$ cat src/rtl/index_unit_map.vh
/*
 * index unit constants: field positions, widths, limits and op codes.
 * assumes inclusion by bare name from the index unit design files.
 */
`ifndef INDEX_UNIT_MAP_VH
`define INDEX_UNIT_MAP_VH

// address and word widths
`define ADDR_W 24
`define WORD_W 32
// instruction fields, msb numbering 0..31 mapped to verilog [31:0]
// tag is hex digit 3, base digit 4, displacement digits 5 to 7
`define TAG_HI 19
`define TAG_LO 16
`define BASE_HI 15
`define BASE_LO 12
`define DISP_HI 11
`define DISP_LO 0
// branch tag: indirect flag position only
`define TAG_INDIR_BIT 3
// highest address that means a register when not branching
`define REG_LIMIT 24'h00002f
// indirect word fields
`define IW_ZERO_HI 31
`define IW_ZERO_LO 28
`define IW_MORE_BIT 27
`define IW_IDX_HI 26
`define IW_IDX_LO 24
// operation codes of the unit
`define OP_BRANCH 2'h0
`define OP_IMM_HALF 2'h1
`define OP_IMM_ARITH 2'h2
`define OP_IMM_LOGIC 2'h3

`endif

$ cat src/rtl/adder24.v
/*
 * 24-bit three-input wrapping adder used for every index sum.
 * assumes purely combinational use by the index unit.
 */
`timescale 1ns/1ps
`include "index_unit_map.vh"

module adder24 #(
  parameter W = 24
) (
  input wire [W-1:0] a_i,
  input wire [W-1:0] b_i,
  input wire [W-1:0] c_i,
  output wire [W-1:0] sum_o
);
  // carry out of the top bit is dropped on purpose: addresses wrap
  assign sum_o = a_i + b_i + c_i;
endmodule

$ cat src/rtl/reg_select.v
/*
 * selects one register value by number; number zero yields zero.
 * assumes the register file is presented as a flat bus of n words.
 */
`timescale 1ns/1ps

module reg_select #(
  parameter N = 16,
  parameter SW = 4,
  parameter W = 32
) (
  input wire [N*W-1:0] regs_i,
  input wire [SW-1:0] sel_i,
  output reg [W-1:0] value_o
);
  integer k;

  // zero selector means no register, so it reads as zero
  always @* begin
    value_o = {W{1'b0}};
    for (k = 1; k < N; k = k + 1) begin
      if (sel_i == k[SW-1:0]) begin
        value_o = regs_i[k*W +: W];
      end
    end
  end
endmodule

$ cat src/rtl/branch_and_immediate_index_unit.v
/*
 * index unit datapath: branch target and immediate operand forming.
 * one request at a time; the unit answers either at once (immediates
 * and direct branches) or after an indirect chain through memory.
 * instruction fields: tag in bits 19:16, base selector in 15:12 and
 * displacement in 11:0, so base and displacement together are the
 * right half that immediates use as their operand.
 * index file has eight words, base file sixteen; word zero of each is
 * never read, since a zero selector means no register.
 * all sums go through 24-bit adders; carries out of the top are lost,
 * so addresses and modified immediates wrap.
 * reset clears every output and leaves the unit idle.
 * no chain depth limit: a chain that never ends keeps the unit busy.
 * assumes the pipeline holds req_i and op_i until done_o, and drops
 * req_i for at least one cycle before the next request.
 * assumes memory answers an indirect fetch with a one-cycle mem_ack_i
 * while mem_req_o is high, with the word on mem_data_i in that cycle.
 * assumes the program counter input names the instruction now at the
 * index addition stage and stays steady while a request is held.
 */
// Notes on behaviour
// - base zero: signed displacement plus counter, plus index for tag 1-7.
// - base 1-F: unsigned displacement plus base register, plus index tag 1-7.
// - tag 8 and up is indirect; tags 9-F add index tag minus eight.
// - counter forms use signed 12-bit displacement; base forms unsigned 12-bit.
// - one target computation serves every test-and-branch instruction.
// - indirect words decode like operand indirection; low addresses still memory.
// - targets at or below 2F go to memory; never to registers.
// - halfword immediate is base and displacement fields, signed two's complement.
// - nonzero index adds right half of index register as signed value.
// - singleword arithmetic immediate sign-extends the right half.
// - arithmetic indexing adds index bits 8-31 unextended; only the sum is extended.
// - sign extension happens locally; register file contents stay untouched.
// - 24-bit adder result is sign-extended from bit 8 to 32 bits.
// - logical immediate zero-fills left half, adds low 24 index bits.
// - the 24-bit counter feeds relative branch computation.
// - indirect word: zero code, further flag, index selector, address.
// - nonzero top code in an indirect chain raises illegal operation.
`timescale 1ns/1ps
`include "index_unit_map.vh"

module branch_and_immediate_index_unit #(
  parameter AW = 24,
  parameter WW = 32
) (
  input wire sys_clk_i,
  input wire rstn_i,
  input wire req_i,
  input wire [1:0] op_i,
  input wire [WW-1:0] instr_i,
  input wire [AW-1:0] instruction_address_counter_i,
  input wire [8*WW-1:0] index_regs_i,
  input wire [16*WW-1:0] base_regs_i,
  input wire [WW-1:0] mem_data_i,
  input wire mem_ack_i,
  output reg mem_req_o,
  output reg [AW-1:0] mem_addr_o,
  output reg [AW-1:0] branch_target_o,
  output reg [WW-1:0] immediate_value_o,
  output reg done_o,
  output reg illegal_op_o,
  output reg busy_o
);
  // instruction fields
  wire [3:0] tag = instr_i[`TAG_HI:`TAG_LO];
  wire [3:0] base_sel = instr_i[`BASE_HI:`BASE_LO];
  wire [11:0] disp = instr_i[`DISP_HI:`DISP_LO];
  wire [15:0] mn = {base_sel, disp};
  wire [2:0] idx_sel = tag[2:0];

  // register selections; index file has 8 slots, slot zero unused
  wire [WW-1:0] base_val;
  wire [WW-1:0] idx_val;
  wire [WW-1:0] chain_idx_val;
  wire [2:0] chain_sel;

  reg_select #(.N(16), .SW(4), .W(WW)) u_base_sel (
    .regs_i(base_regs_i),
    .sel_i(base_sel),
    .value_o(base_val)
  );

  reg_select #(.N(8), .SW(3), .W(WW)) u_idx_sel (
    .regs_i(index_regs_i),
    .sel_i(idx_sel),
    .value_o(idx_val)
  );

  reg_select #(.N(8), .SW(3), .W(WW)) u_chain_sel (
    .regs_i(index_regs_i),
    .sel_i(chain_sel),
    .value_o(chain_idx_val)
  );

  // displacement forms
  wire [AW-1:0] disp_signed = {{12{disp[11]}}, disp};
  wire [AW-1:0] disp_unsigned = {12'h000, disp};

  // branch operands: one form shared by all test-and-branch ops
  reg [AW-1:0] br_a;
  reg [AW-1:0] br_b;
  reg [AW-1:0] br_c;
  always @* begin
    if (base_sel == 4'h0) begin
      br_a = disp_signed;
      br_b = instruction_address_counter_i;
    end else begin
      br_a = disp_unsigned;
      br_b = base_val[AW-1:0];
    end
    // tag 1-7 direct index, 9-F index tag minus eight; low three bits
    br_c = (idx_sel != 3'h0) ? idx_val[AW-1:0] : {AW{1'b0}};
  end

  wire [AW-1:0] br_sum;
  adder24 #(.W(AW)) u_br_add (
    .a_i(br_a),
    .b_i(br_b),
    .c_i(br_c),
    .sum_o(br_sum)
  );

  // immediate operands and index addends
  wire [AW-1:0] half_imm = {{8{mn[15]}}, mn};
  wire [AW-1:0] half_idx = {{8{idx_val[15]}}, idx_val[15:0]};
  // index bit 8 (msb numbering) is verilog bit 23; local copy only
  wire [AW-1:0] arith_idx = idx_val[AW-1:0];
  wire [AW-1:0] logic_imm = {8'h00, mn};

  reg [AW-1:0] im_b;
  reg [AW-1:0] im_a;
  always @* begin
    im_a = (op_i == `OP_IMM_LOGIC) ? logic_imm : half_imm;
    if (idx_sel == 3'h0) begin
      im_b = {AW{1'b0}};
    end else if (op_i == `OP_IMM_HALF) begin
      im_b = half_idx;
    end else begin
      im_b = arith_idx;
    end
  end

  wire [AW-1:0] im_sum;
  adder24 #(.W(AW)) u_im_add (
    .a_i(im_a),
    .b_i(im_b),
    .c_i({AW{1'b0}}),
    .sum_o(im_sum)
  );

  // final operand width handling per immediate kind
  reg [WW-1:0] im_word;
  always @* begin
    case (op_i)
      `OP_IMM_HALF: im_word = {16'h0000, im_sum[15:0]};
      `OP_IMM_ARITH: im_word = {{8{im_sum[AW-1]}}, im_sum};
      `OP_IMM_LOGIC: im_word = {8'h00, im_sum};
      default: im_word = {WW{1'b0}};
    endcase
  end

  // indirect chain: decoded word fields
  wire [3:0] iw_zero = mem_data_i[`IW_ZERO_HI:`IW_ZERO_LO];
  wire iw_more = mem_data_i[`IW_MORE_BIT];
  wire [2:0] iw_idx = mem_data_i[`IW_IDX_HI:`IW_IDX_LO];
  wire [AW-1:0] iw_addr = mem_data_i[AW-1:0];

  // each level's own index added to its address
  wire [AW-1:0] chain_sum;
  adder24 #(.W(AW)) u_chain_add (
    .a_i(iw_addr),
    .b_i((iw_idx != 3'h0) ? chain_idx_val[AW-1:0] : {AW{1'b0}}),
    .c_i({AW{1'b0}}),
    .sum_o(chain_sum)
  );

  // chain select follows the word on the data input: the word is only
  // valid in the ack cycle, so the index is picked combinationally
  assign chain_sel = iw_idx;

  // control states, binary coded; the unused code falls back to idle
  localparam [1:0] S_IDLE = 2'h0;
  localparam [1:0] S_FETCH = 2'h1;
  localparam [1:0] S_WAIT = 2'h2;

  // control sequence: present values and their next values
  reg [1:0] state_reg;
  reg [1:0] state_next;
  // pending flag remembers a done whose request is still high
  reg done_pend_reg;
  reg done_pend_next;
  reg mem_req_next;
  reg [AW-1:0] mem_addr_next;
  reg [AW-1:0] target_next;
  reg [WW-1:0] imm_next;
  reg done_next;
  reg illegal_next;
  reg busy_next;

  // next values; outputs hold unless a step below changes them
  always @* begin
    state_next = state_reg;
    done_pend_next = done_pend_reg;
    mem_req_next = mem_req_o;
    mem_addr_next = mem_addr_o;
    target_next = branch_target_o;
    imm_next = immediate_value_o;
    busy_next = busy_o;
    // done and illegal are one-cycle pulses
    done_next = 1'b0;
    illegal_next = 1'b0;
    case (state_reg)
      S_IDLE: begin
        // only a fresh request is taken
        if (req_i && !done_pend_reg) begin
          if (op_i != `OP_BRANCH) begin
            // immediates need no memory, so they answer at once
            imm_next = im_word;
            done_next = 1'b1;
            done_pend_next = 1'b1;
          end else if (!tag[`TAG_INDIR_BIT]) begin
            // direct target is always memory, even at 2F or below
            target_next = br_sum;
            done_next = 1'b1;
            done_pend_next = 1'b1;
          end else begin
            // indirect: fetch from memory regardless of base
            mem_addr_next = br_sum;
            mem_req_next = 1'b1;
            busy_next = 1'b1;
            state_next = S_WAIT;
          end
        end else if (!req_i) begin
          // a request still held after done is ignored until dropped
          done_pend_next = 1'b0;
        end
      end
      S_WAIT: begin
        // an ack outside this state is ignored
        if (mem_ack_i) begin
          mem_req_next = 1'b0;
          if (iw_zero != 4'h0) begin
            // bad chain word: no target, report illegal op
            illegal_next = 1'b1;
            done_next = 1'b1;
            busy_next = 1'b0;
            done_pend_next = 1'b1;
            state_next = S_IDLE;
          end else if (iw_more) begin
            // further level: its own index already added
            mem_addr_next = chain_sum;
            state_next = S_FETCH;
          end else begin
            // last level: its indexed address is the target
            target_next = chain_sum;
            done_next = 1'b1;
            busy_next = 1'b0;
            done_pend_next = 1'b1;
            state_next = S_IDLE;
          end
        end
      end
      S_FETCH: begin
        // one idle cycle between chained fetches lets memory drop ack
        mem_req_next = 1'b1;
        state_next = S_WAIT;
      end
      default: begin
        state_next = S_IDLE;
        mem_req_next = 1'b0;
        busy_next = 1'b0;
      end
    endcase
  end

  // state and outputs; every output comes straight from a flip-flop
  always @(posedge sys_clk_i or negedge rstn_i) begin
    if (!rstn_i) begin
      // reset: idle, no fetch pending, no pulses
      state_reg <= S_IDLE;
      done_pend_reg <= 1'b0;
      mem_req_o <= 1'b0;
      mem_addr_o <= 24'h000000;
      branch_target_o <= 24'h000000;
      immediate_value_o <= 32'h00000000;
      done_o <= 1'b0;
      illegal_op_o <= 1'b0;
      busy_o <= 1'b0;
    end else begin
      // everything moves to its next value together
      state_reg <= state_next;
      done_pend_reg <= done_pend_next;
      mem_req_o <= mem_req_next;
      mem_addr_o <= mem_addr_next;
      branch_target_o <= target_next;
      immediate_value_o <= imm_next;
      done_o <= done_next;
      illegal_op_o <= illegal_next;
      busy_o <= busy_next;
    end
  end
endmodule

$ cat config.mk
export PLATFORM = sky130hd
export DESIGN_NAME = branch_and_immediate_index_unit
export DESIGN_NICKNAME = d
export VERILOG_FILES = /design/src/rtl/adder24.v /design/src/rtl/reg_select.v /design/src/rtl/branch_and_immediate_index_unit.v
export VERILOG_INCLUDE_DIRS = /design/src /design/src/rtl
export SDC_FILE = /design/constraint.sdc
export NUM_CORES = 1
export LEC_CHECK = 0
export BUFFER_PORTS_ARGS = -buffer_cell sky130_fd_sc_hd__buf_2
export CAP_MARGIN = 20
export CORE_AREA = 2 2 368 370
export DETAILED_ROUTE_END_ITERATION = 6
export DIE_AREA = 0 0 370 372
export PLACE_DENSITY = 0.44
export RECOVER_POWER = 100
export SETUP_SLACK_MARGIN = 0.4
export SYNTH_ARGS = -nofsm -noshare
export SYNTH_HDL_FRONTEND = slang
export SYNTH_HIERARCHICAL = 1
export SYNTH_SLANG_ARGS = --single-unit
$ cat constraint.sdc
create_clock -name sys_clk_i -period 3.7 [get_ports sys_clk_i]
set_input_delay 0.74 -clock sys_clk_i [delete_from_list [all_inputs] [get_ports sys_clk_i]]
set_output_delay 0.74 -clock sys_clk_i [all_outputs]
set_load 0.02 [all_outputs]
# [After elaboration in Yosys (flattened, before gate mapping)]
# Cells that the tools add are included.
[totals] input_bits=862 reg_bits=87 wordCells=160 output_inout_bits=84
[classes] reduce_logical=16 addsub=4 n_mux=85 n_eq_ne=45 bitwise=1
[ops] operator="$mux 24" count=48
[ops] operator="$add 24x24->24" count=4
[ops] operator="$pmux 24 s2" count=2
[ops] operator="$pmux 32 s3" count=1
[ops] operator="$eq 4x4->1 const B" count=8
[ops] operator="$mux 1" count=25
[ops] operator="$eq 3x3->1 const B" count=8
[ops] operator="$eq 4x3->1 const B" count=4
[ops] operator="$ne 2x2->1 const B" count=8
[ops] operator="$reduce_and 7->1" count=2
[ops] operator="$eq 3x2->1 const B" count=4
[ops] operator="$eq 4x2->1 const B" count=2
[ops] operator="$mux 2" count=4
[ops] operator="$eq 2x2->1 const B" count=3
[ops] operator="$eq 3x1->1 const B" count=2
[ops] operator="$ne 3x3->1 const B" count=2
[ops] operator="$pmux 1 s3" count=2
[ops] operator="$pmux 2 s3" count=1
[ops] operator="$reduce_and 6->1" count=1
[ops] operator="$reduce_bool 3->1" count=2
[ops] operator="$reduce_and 5->1" count=1
[ops] operator="$eq 2x1->1 const B" count=2
[ops] operator="$eq 4x1->1 const B" count=1
[ops] operator="$logic_not 4->1" count=1
[ops] operator="11 further kinds" count=13

# [Logic depth before layout (Yosys ltp)]
# Gate-level depths: netlist of run 1.
[logic_depth] depth_word=23 depth_mapped=24 mapped_depth_nobuf=21

# [Modules after synthesis]
# Netlist of run 1, hierarchy kept.
[modules_own_cells] mod="reg_select at u_base_sel" seq_area_each_um2=0.0 n_inst=1 area_per_inst_um2=4897.2 cells_each=727
[modules_own_cells] mod="reg_select at u_chain_sel ..." seq_area_each_um2=0.0 n_inst=2 area_per_inst_um2=2347.3 cells_each=319
[modules_own_cells] mod="branch_and_immediate_index_unit" seq_area_each_um2=2001.9 n_inst=1 area_per_inst_um2=4326.6 cells_each=341
[modules_own_cells] mod="adder24 at u_im_add" seq_area_each_um2=0.0 n_inst=1 area_per_inst_um2=1746.7 cells_each=205
[modules_own_cells] mod="adder24 at u_br_add" seq_area_each_um2=0.0 n_inst=1 area_per_inst_um2=1607.8 cells_each=180
[modules_own_cells] mod="adder24 at u_chain_add" seq_area_each_um2=0.0 n_inst=1 area_per_inst_um2=1542.7 cells_each=169

# [Least setup slack after synthesis of run 1]
# Ideal clock, no wire load.
[synth_timing] path_kind="input to register" from="input instr_i[13]" to="register mem_addr_o[22]" setup_time_ps=125 n_path_buf=1 path_slack_ps=-1195 t_required_ps=3575 arrival_time_ps=4770 cell_stages=14 path_cell_list="nor4_2 > buf_2 > and2_1 > fa_1 > ha_1 > a21o_1 > a21oi_1 > o21ai_1 > a2111oi_2 > o21ai_1 > a41o_1 > xor2_1 > mux2_2 > mux2_4"
[synth_via] elab_cells_between_ends=39 cone_classes="add/sub (2); eq/ne (15); mux (21); reduce/logical (1)"
[synth_rtl] item="from (decl)" line_no="branch_and_immediate_index_unit.v:50" text="input wire [WW-1:0] instr_i,"
[synth_rtl] item="$logic_not 4->1" line_no="branch_and_immediate_index_unit.v:104" text="if (base_sel == 4'h0) begin"
[synth_rtl] item="$mux 24" line_no="branch_and_immediate_index_unit.v:104"
[synth_rtl] item="via br_a[12]" line_no="branch_and_immediate_index_unit.v:100" text="reg [AW-1:0] br_a;"
[synth_rtl] item="$add 24x24->24 (2 in a row)" line_no="adder24.v:17" text="assign sum_o = a_i + b_i + c_i;"
[synth_rtl] item="via br_sum[22]" line_no="branch_and_immediate_index_unit.v:115" text="wire [AW-1:0] br_sum;"
[synth_rtl] item="$mux 24" line_no="branch_and_immediate_index_unit.v:221" text="end else if (!tag[`TAG_INDIR_BIT]) begin"
[synth_rtl] item="$mux 24" line_no="branch_and_immediate_index_unit.v:216" text="if (op_i != `OP_BRANCH) begin"
[synth_rtl] item="$mux 24" line_no="branch_and_immediate_index_unit.v:215" text="if (req_i && !done_pend_reg) begin"
[synth_rtl] item="$pmux 24 s2" line_no="branch_and_immediate_index_unit.v:212" text="case (state_reg)"
[synth_rtl] item="to (signal assigned)" line_no="branch_and_immediate_index_unit.v:294" text="mem_addr_o <= mem_addr_next;"
[synth_rtl] item="to (decl)" line_no="branch_and_immediate_index_unit.v:57" text="output reg [AW-1:0] mem_addr_o,"
# The timed path passes the listed nets, and every way through them passes these cells. The select of a mux whose other input is x is not followed.
# A chain may end at the register's enable or synchronous reset.

# [Worst setup path in the final report of run 1]
[layout_timing] from="input instr_i[13]" to="register mem_addr_o[22]"
[layout_via] elab_chain_len=23 elab_cells_between_ends=39 cone_classes="add/sub (2); eq/ne (15); mux (21); reduce/logical (1)"
[layout_rtl] item="$eq 4x1->1" line_no="reg_select.v:22" text="if (sel_i == k[SW-1:0]) begin"
[layout_rtl] item="$mux 24 (14 in a row)" line_no="reg_select.v:22"
[layout_rtl] item="$mux 24 *" line_no="reg_select.v:22"
[layout_rtl] item="via base_val[16]" line_no="branch_and_immediate_index_unit.v:72" text="wire [WW-1:0] base_val;"
[layout_rtl] item="$mux 24 *" line_no="branch_and_immediate_index_unit.v:104"
[layout_rtl] item="via br_b[16]" line_no="branch_and_immediate_index_unit.v:101" text="reg [AW-1:0] br_b;"
[layout_rtl] item="$add 24x24->24 * (2 in a row)" line_no="adder24.v:17"
[layout_rtl] item="via br_sum[22]" line_no="branch_and_immediate_index_unit.v:115"
[layout_rtl] item="$mux 24 *" line_no="branch_and_immediate_index_unit.v:221"
[layout_rtl] item="$mux 24 *" line_no="branch_and_immediate_index_unit.v:216"
[layout_rtl] item="$mux 24 *" line_no="branch_and_immediate_index_unit.v:215"
[layout_rtl] item="$pmux 24 s2 *" line_no="branch_and_immediate_index_unit.v:212"
# Mark *: on every way through the listed nets, which the timed path passes. The rest lies on a longest branch. The select of a mux whose other input is x is not followed.

==> results_dict.tcl, run 1 <==
set metrics [dict create \
    hold_class "reg -> reg" \
    grt_pass1_wl_um 163600 \
    cts_max_level 3 \
    nets 4116 \
    layout_common_cells "buf_2 (600), buf_4 (476), clkbuf_1 (88), a21oi_1 (80), dfrtp_1 (80)" \
    ant_nets 0 \
    avgSynthCellArea_um2 8.441 \
    power.switching_uw 5617 \
    via_per_inst 4.312 \
    rsz0062_at_grt "true" \
    cts-root-buf "clkbuf_16" \
    num_io_pins 946 \
    worstSetupPathType "in -> reg" \
    critPathLaunchType "primary input" \
    crit_top_cell "mux2_4" \
    wl_um 120000 \
    largest_register "immediate_value_o" \
    largest_reg_flops 25 \
    first_iter_violations 1288 \
    slew_viol_final 32 \
    hold_slack_ns 0.5034 \
    cp-end-kind "flip-flop" \
    max_clock_freq_mhz 201.8 \
    slowest_delay_ns 0.58 \
    r2r_start "state_reg[1]" \
    syn_inst 1989 \
    slowest_stage "fa_1" \
    setup_ws_ns -1.254 \
    worstPathMaxFanout 6 \
    leakagePower_uw 0.01303 \
    powerDensity_nw_per_um2 411.6 \
    grt_overflow_total 0 \
    ir_drop_uv 227.7 \
    pwr-share-clk_pct 8.6 \
    place_worst_setup_slack_ns -2.559 \
    wire_per_inst_um 24.40 \
    die-area_um2 137600 \
    fp.coreArea_um2 134300 \
    swShare_pct 46.82 \
    cp-startpoint "instr_i[13]" \
    numCtsBuffers 9 \
    grt_busiest_layer "met2" \
    setup_viol_count_final 64 \
    die_h_um 372 \
    hold_buffers 0 \
    slew_headroom_pct -40.55 \
    routabilityCongestion 0.9542 \
    status "finished, violations left" \
    finalPower_uw 12000 \
    fin_setup_tns_ns -52.97 \
    tightestPinTransition_ns 2.108 \
    maxCapViolCount 1 \
    num_rows 135 \
    grtUsageMet1_pct 19.88 \
    drc 0 \
    num_vias 21211 \
    critPathArrivalTime_ns 5.20 \
    cp_cell_sequence "buf_16, buf_12, buf_8, buf_6, mux2_4, a221oi_2, a31oi_1, o21ai_1, a31oi_2, buf_4, mux2_4, fa_1, ha_4, a21oi_2, o21ai_2, a2111oi_4, o21ai_1, a41o_1, xor2_1, mux2_4, mux2_4" \
    p_int_uw 6381 \
    hpwl_um 104900 \
    cts_buffer_depth 2 \
    p_comb_share_pct 78.1 \
    fin_crit_ns 4.954 \
    antenna_found_initial 80 \
    ys_warn_count 6 \
    syn2layout_area_growth_pct 73.62 \
    dr.pass1.iters 7 \
    grt_max_degree 32 \
    io_buffers 693 \
    cp.required_ns 3.95 \
    p_seq_share_pct 13.3 \
    die_w_um 370 \
    hold_viol_final 0 \
    cts_tree "built" \
    min_from "immediate_value_o[13]" \
    layout_commonest_cell "buf_2" \
    n_fill_cell 15026 \
    violations "capacitance limit, slew limit, setup timing" \
    met3_usage_pct 4.265 \
    fin_skew_ns 0.009399 \
    clk_pin_slew_ns 0.07 \
    insertion_delay_ns 0.36 \
    grt_pass1_vias 21559 \
    clock_sinks 80 \
    layout_top_registers "immediate_value_o x25, branch_target_o x24, mem_addr_o x24" \
    netlist_area_um2 16790 \
    start_util_pct 12.50 \
    drive_gt1_share_pct 53.99 \
    grt_usage_pct 16.65 \
    finalCritPeriodShare_pct 133.9 \
    gr-usage-met2_pct 29.34 \
]
## power groups by stage
stage               registers, uW  logic, uW  clock network [uW]
global placement             1590       8570                   0
global route                 1650      10100                1090
floorplan                    2080       4360                   0
finish                       1590       9380                1030
CTS                          1580       9370                1060
detailed placement           1590       8590                   0
## stage by stage
| stage | instances | util, % | area, um^2 |
|---|---|---|---|
| floorplan | 2036 | - | 17780 |
| detailed placement | 4815 | 19.69 | 26440 |
| global route | 4912 | 21.69 | 29130 |
| global placement | 4815 | 19.69 | 26440 |
| finish | 4919 | 21.71 | 29150 |
| CTS | 4892 | 21.44 | 28790 |
## worst max-delay path, delay by kind of cell
family	cells	cell delay, ns
AO/OA/AOI/OAI	9	1.61
multiplexers	4	1.15
adder cells (fa/ha/maj)	2	0.80
buffers and inverters	5	0.71
XOR/XNOR	1	0.15
## cell type report
| class | instances | area, um^2 | area share (%) |
|---|---|---|---|
| inverters | 77 | 299.0 | 1.026 |
| clock inverters | 7 | 111.4 | 0.3820 |
| multi-input cells | 1658 | 15340 | 52.61 |
| well taps | 1781 | 2228 | 7.645 |
| diodes | 17 | 42.54 | 0.1459 |
| clock buffers | 9 | 225.2 | 0.7726 |
| flip-flops and latches | 80 | 2002 | 6.868 |
| repair buffers | 1290 | 8905 | 30.55 |
## what timing repair did
action                     CTS  global route
gates resized for setup    315            94
setup endpoints to repair   71            71
pin swaps                  134            62
gates cloned                 8             1
setup buffers               53             9
## path summary, 6_finish.rpt
kind,end,slack (ns),cells after the start
setup reg to reg,mem_addr_o[1],1.52,4
max in group asynchronous,state_reg[0],0.74,2
hold reg to reg,immediate_value_o[13],0.50,1
min in group asynchronous,busy_o,0.99,1
setup / recovery,mem_addr_o[22],-1.25,21
hold / removal,immediate_value_o[13],0.50,1
## per-layer routing
metal | share of wire (%) | vias up | routed length [um]
li1 | - | 9741 | -
met1 | 40 | 10325 | 48380
met2 | 49 | 877 | 58250
met3 | 7.7 | 208 | 9282
met4 | 3.1 | 60 | 3701
met5 | 0.35 | - | 420
No activity file was read; power rests on OpenSTA's default activity.
==> inputs of run 2 (changes only) <==
Settings changed: CORE_AREA 2 2 368 370 to 2 2 373 375, DIE_AREA 0 0 370 372 to 0 0 375 377, PLACE_DENSITY 0.44 to 0.43.
==> results_dict.tcl, run 2 (synthesized netlist as in run 1, its figures left out) <==
set metrics [dict create \
    status "finished, violations left" \
    violations "capacitance limit, slew limit, setup timing" \
    die-area_um2 141400 \
    crit_top_cell "mux2_4" \
    leakagePower_uw 0.01333 \
    drive_gt1_share_pct 56.35 \
    die_w_um 375 \
    slowest_stage "fa_1" \
    grt_usage_pct 16.39 \
    insertion_delay_ns 0.36 \
    dpl-instance-area_um2 26340 \
    critPathArrivalTime_ns 5.10 \
    largest_reg_flops 25 \
    cp-end-kind "flip-flop" \
    num_vias 21384 \
    clk_pin_slew_ns 0.07 \
    wire_per_inst_um 24.73 \
    nets 4131 \
    slowest_delay_ns 0.55 \
    rsz0062_at_grt "true" \
    num_io_pins 946 \
    grt_pass1_vias 21943 \
    cts_buffer_depth 2 \
    fp.coreArea_um2 137000 \
    antenna_found_initial 105 \
    fin_skew_ns 0.008385 \
    via_per_inst 4.304 \
    finalPower_uw 12390 \
    hpwl_um 105500 \
    powerDensity_nw_per_um2 410.4 \
    tightestPinTransition_ns 2.227 \
    p_int_uw 6599 \
    grt_max_degree 40 \
    worstPathMaxFanout 6 \
    ir_drop_uv 232.1 \
    grt_overflow_total 0 \
    swShare_pct 46.75 \
    n_fill_cell 15308 \
    worstSetupPathType "in -> reg" \
    cts-root-buf "clkbuf_16" \
    p_seq_share_pct 13.0 \
    critPathLaunchType "primary input" \
    grt_pass1_wl_um 165900 \
    finalCritPeriodShare_pct 131.0 \
    io_buffers 693 \
    setup_ws_ns -1.148 \
    max_clock_freq_mhz 206.3 \
    slew_viol_final 51 \
    p_comb_share_pct 79.4 \
    layout_common_cells "buf_2 (599), buf_4 (453), buf_6 (90), clkbuf_1 (88), dfrtp_1 (80)" \
    syn2layout_area_growth_pct 79.86 \
    layout_commonest_cell "buf_2" \
    power.switching_uw 5794 \
    hold_class "reg -> reg" \
    clock_sinks 80 \
    cp_cell_sequence "buf_2, buf_12, clkinvlp_4, buf_6, nand3_4, o22ai_2, nor2_1, a221o_2, mux2_4, fa_1, inv_2, fa_2, nor2b_4, o2111ai_4, nand3_2, nand4_1, o211ai_1, a21oi_1, xnor2_1, mux2_4, mux2_4" \
    layout_top_registers "immediate_value_o x25, branch_target_o x24, mem_addr_o x24" \
    die_h_um 377 \
    ant_nets 0 \
    maxCapViolCount 2 \
    dp.cells 4814 \
    numCtsBuffers 9 \
    dr.pass1.iters 5 \
    routabilityCongestion 0.9660 \
    first_iter_violations 1240 \
    wl_um 122800 \
    fin_crit_ns 4.848 \
    place_worst_setup_slack_ns -2.392 \
    cp.required_ns 3.95 \
    largest_register "immediate_value_o" \
    cts_max_level 3 \
    hold_viol_final 0 \
    pwr-share-clk_pct 7.7 \
    drc 0 \
    layoutNonFillerInstCount 4968 \
    hold_buffers 0 \
    slew_headroom_pct -48.44 \
    start_util_pct 12.26 \
    num_rows 136 \
    final_util_pct 22.04 \
    cts_tree "built" \
    setup_viol_count_final 65 \
    finish.instance_area_um2 30200 \
]
## run 2: changes by cell type in the layout (fill, tap and decap cells not counted), sizes merged
cell / change
buf: +13
clkinvlp: +2
bufinv: -1
diode: +21
clkbuf: +5
inv: -1
bufbuf: -3
## run 2: worst paths after layout
path / from / end / slack [ns] / cells past startpoint
max in group asynchronous: rstn_i / immediate_value_o[19] / 1.10 / 2
setup reg to reg: state_reg[1] / immediate_value_o[14] / 1.36 / 4
setup / recovery: instr_i[15] / mem_addr_o[23] / -1.15 / 21
hold / removal: mem_addr_o[17] / mem_addr_o[17] / 0.51 / 1
hold reg to reg: mem_addr_o[17] / mem_addr_o[17] / 0.51 / 1
min in group asynchronous: rstn_i / busy_o / 1.04 / 1
## run 2: what timing repair did
action                                 in CTS  in global routing
gates cloned                                6                  8
setup buffers                              51                 35
resized for setup                         365                199
setup endpoints to repair                  71                 70
endpoints found under the hold margin       0                  0
pin swaps                                 138                 96
## run 2: power groups by stage
stage	logic (uW)	clock network [uW]	registers, uW
after floorplan	4360	0	2080
after global placement	8580	0	1600
after detailed placement	8590	0	1610
after CTS	9490	978	1600
after global routing	10500	1010	1670
final	9840	949	1610
## run 2: layout make-up
class                           count  area, um^2  share of cell area (%)
Multi-Input combinational cell   1658       15960                   52.87
Tap cell                         1794        2245                   7.434
Inverter                           77       300.3                  0.9945
Timing Repair Buffer             1305        9281                   30.74
Clock inverter                      7       83.83                  0.2776
Clock buffer                        9       225.2                  0.7459
Antenna cell                       38       95.09                  0.3149
Sequential cell                    80        2002                   6.630
## run 2: per-layer routing
metal	track usage (%)	part of all wire (%)	up-vias
met5	0	0.31	-
met4	4.915	3.2	64
met1	19.43	40	10397
li1	-	-	9814
met2	28.52	48	893
met3	4.604	8.0	216
## run 2: critical path: cells and delay by family
kind / cells / cell delay (ns)
compound gates: 5 / 1.14
fa+ha+maj: 2 / 0.96
mux: 3 / 0.86
simple gates: 5 / 0.68
buf+inv: 5 / 0.55
xor+xnor: 1 / 0.13
## run 2: through the flow
step	hold WS, ns	TNS [ns]
floorplan	0.4444	-23.76
global placement	0.4849	-103.93
detailed placement	0.4870	-102.69
CTS	0.3631	-43.77
global route	0.5142	-58.77
finish	0.5058	-51.70
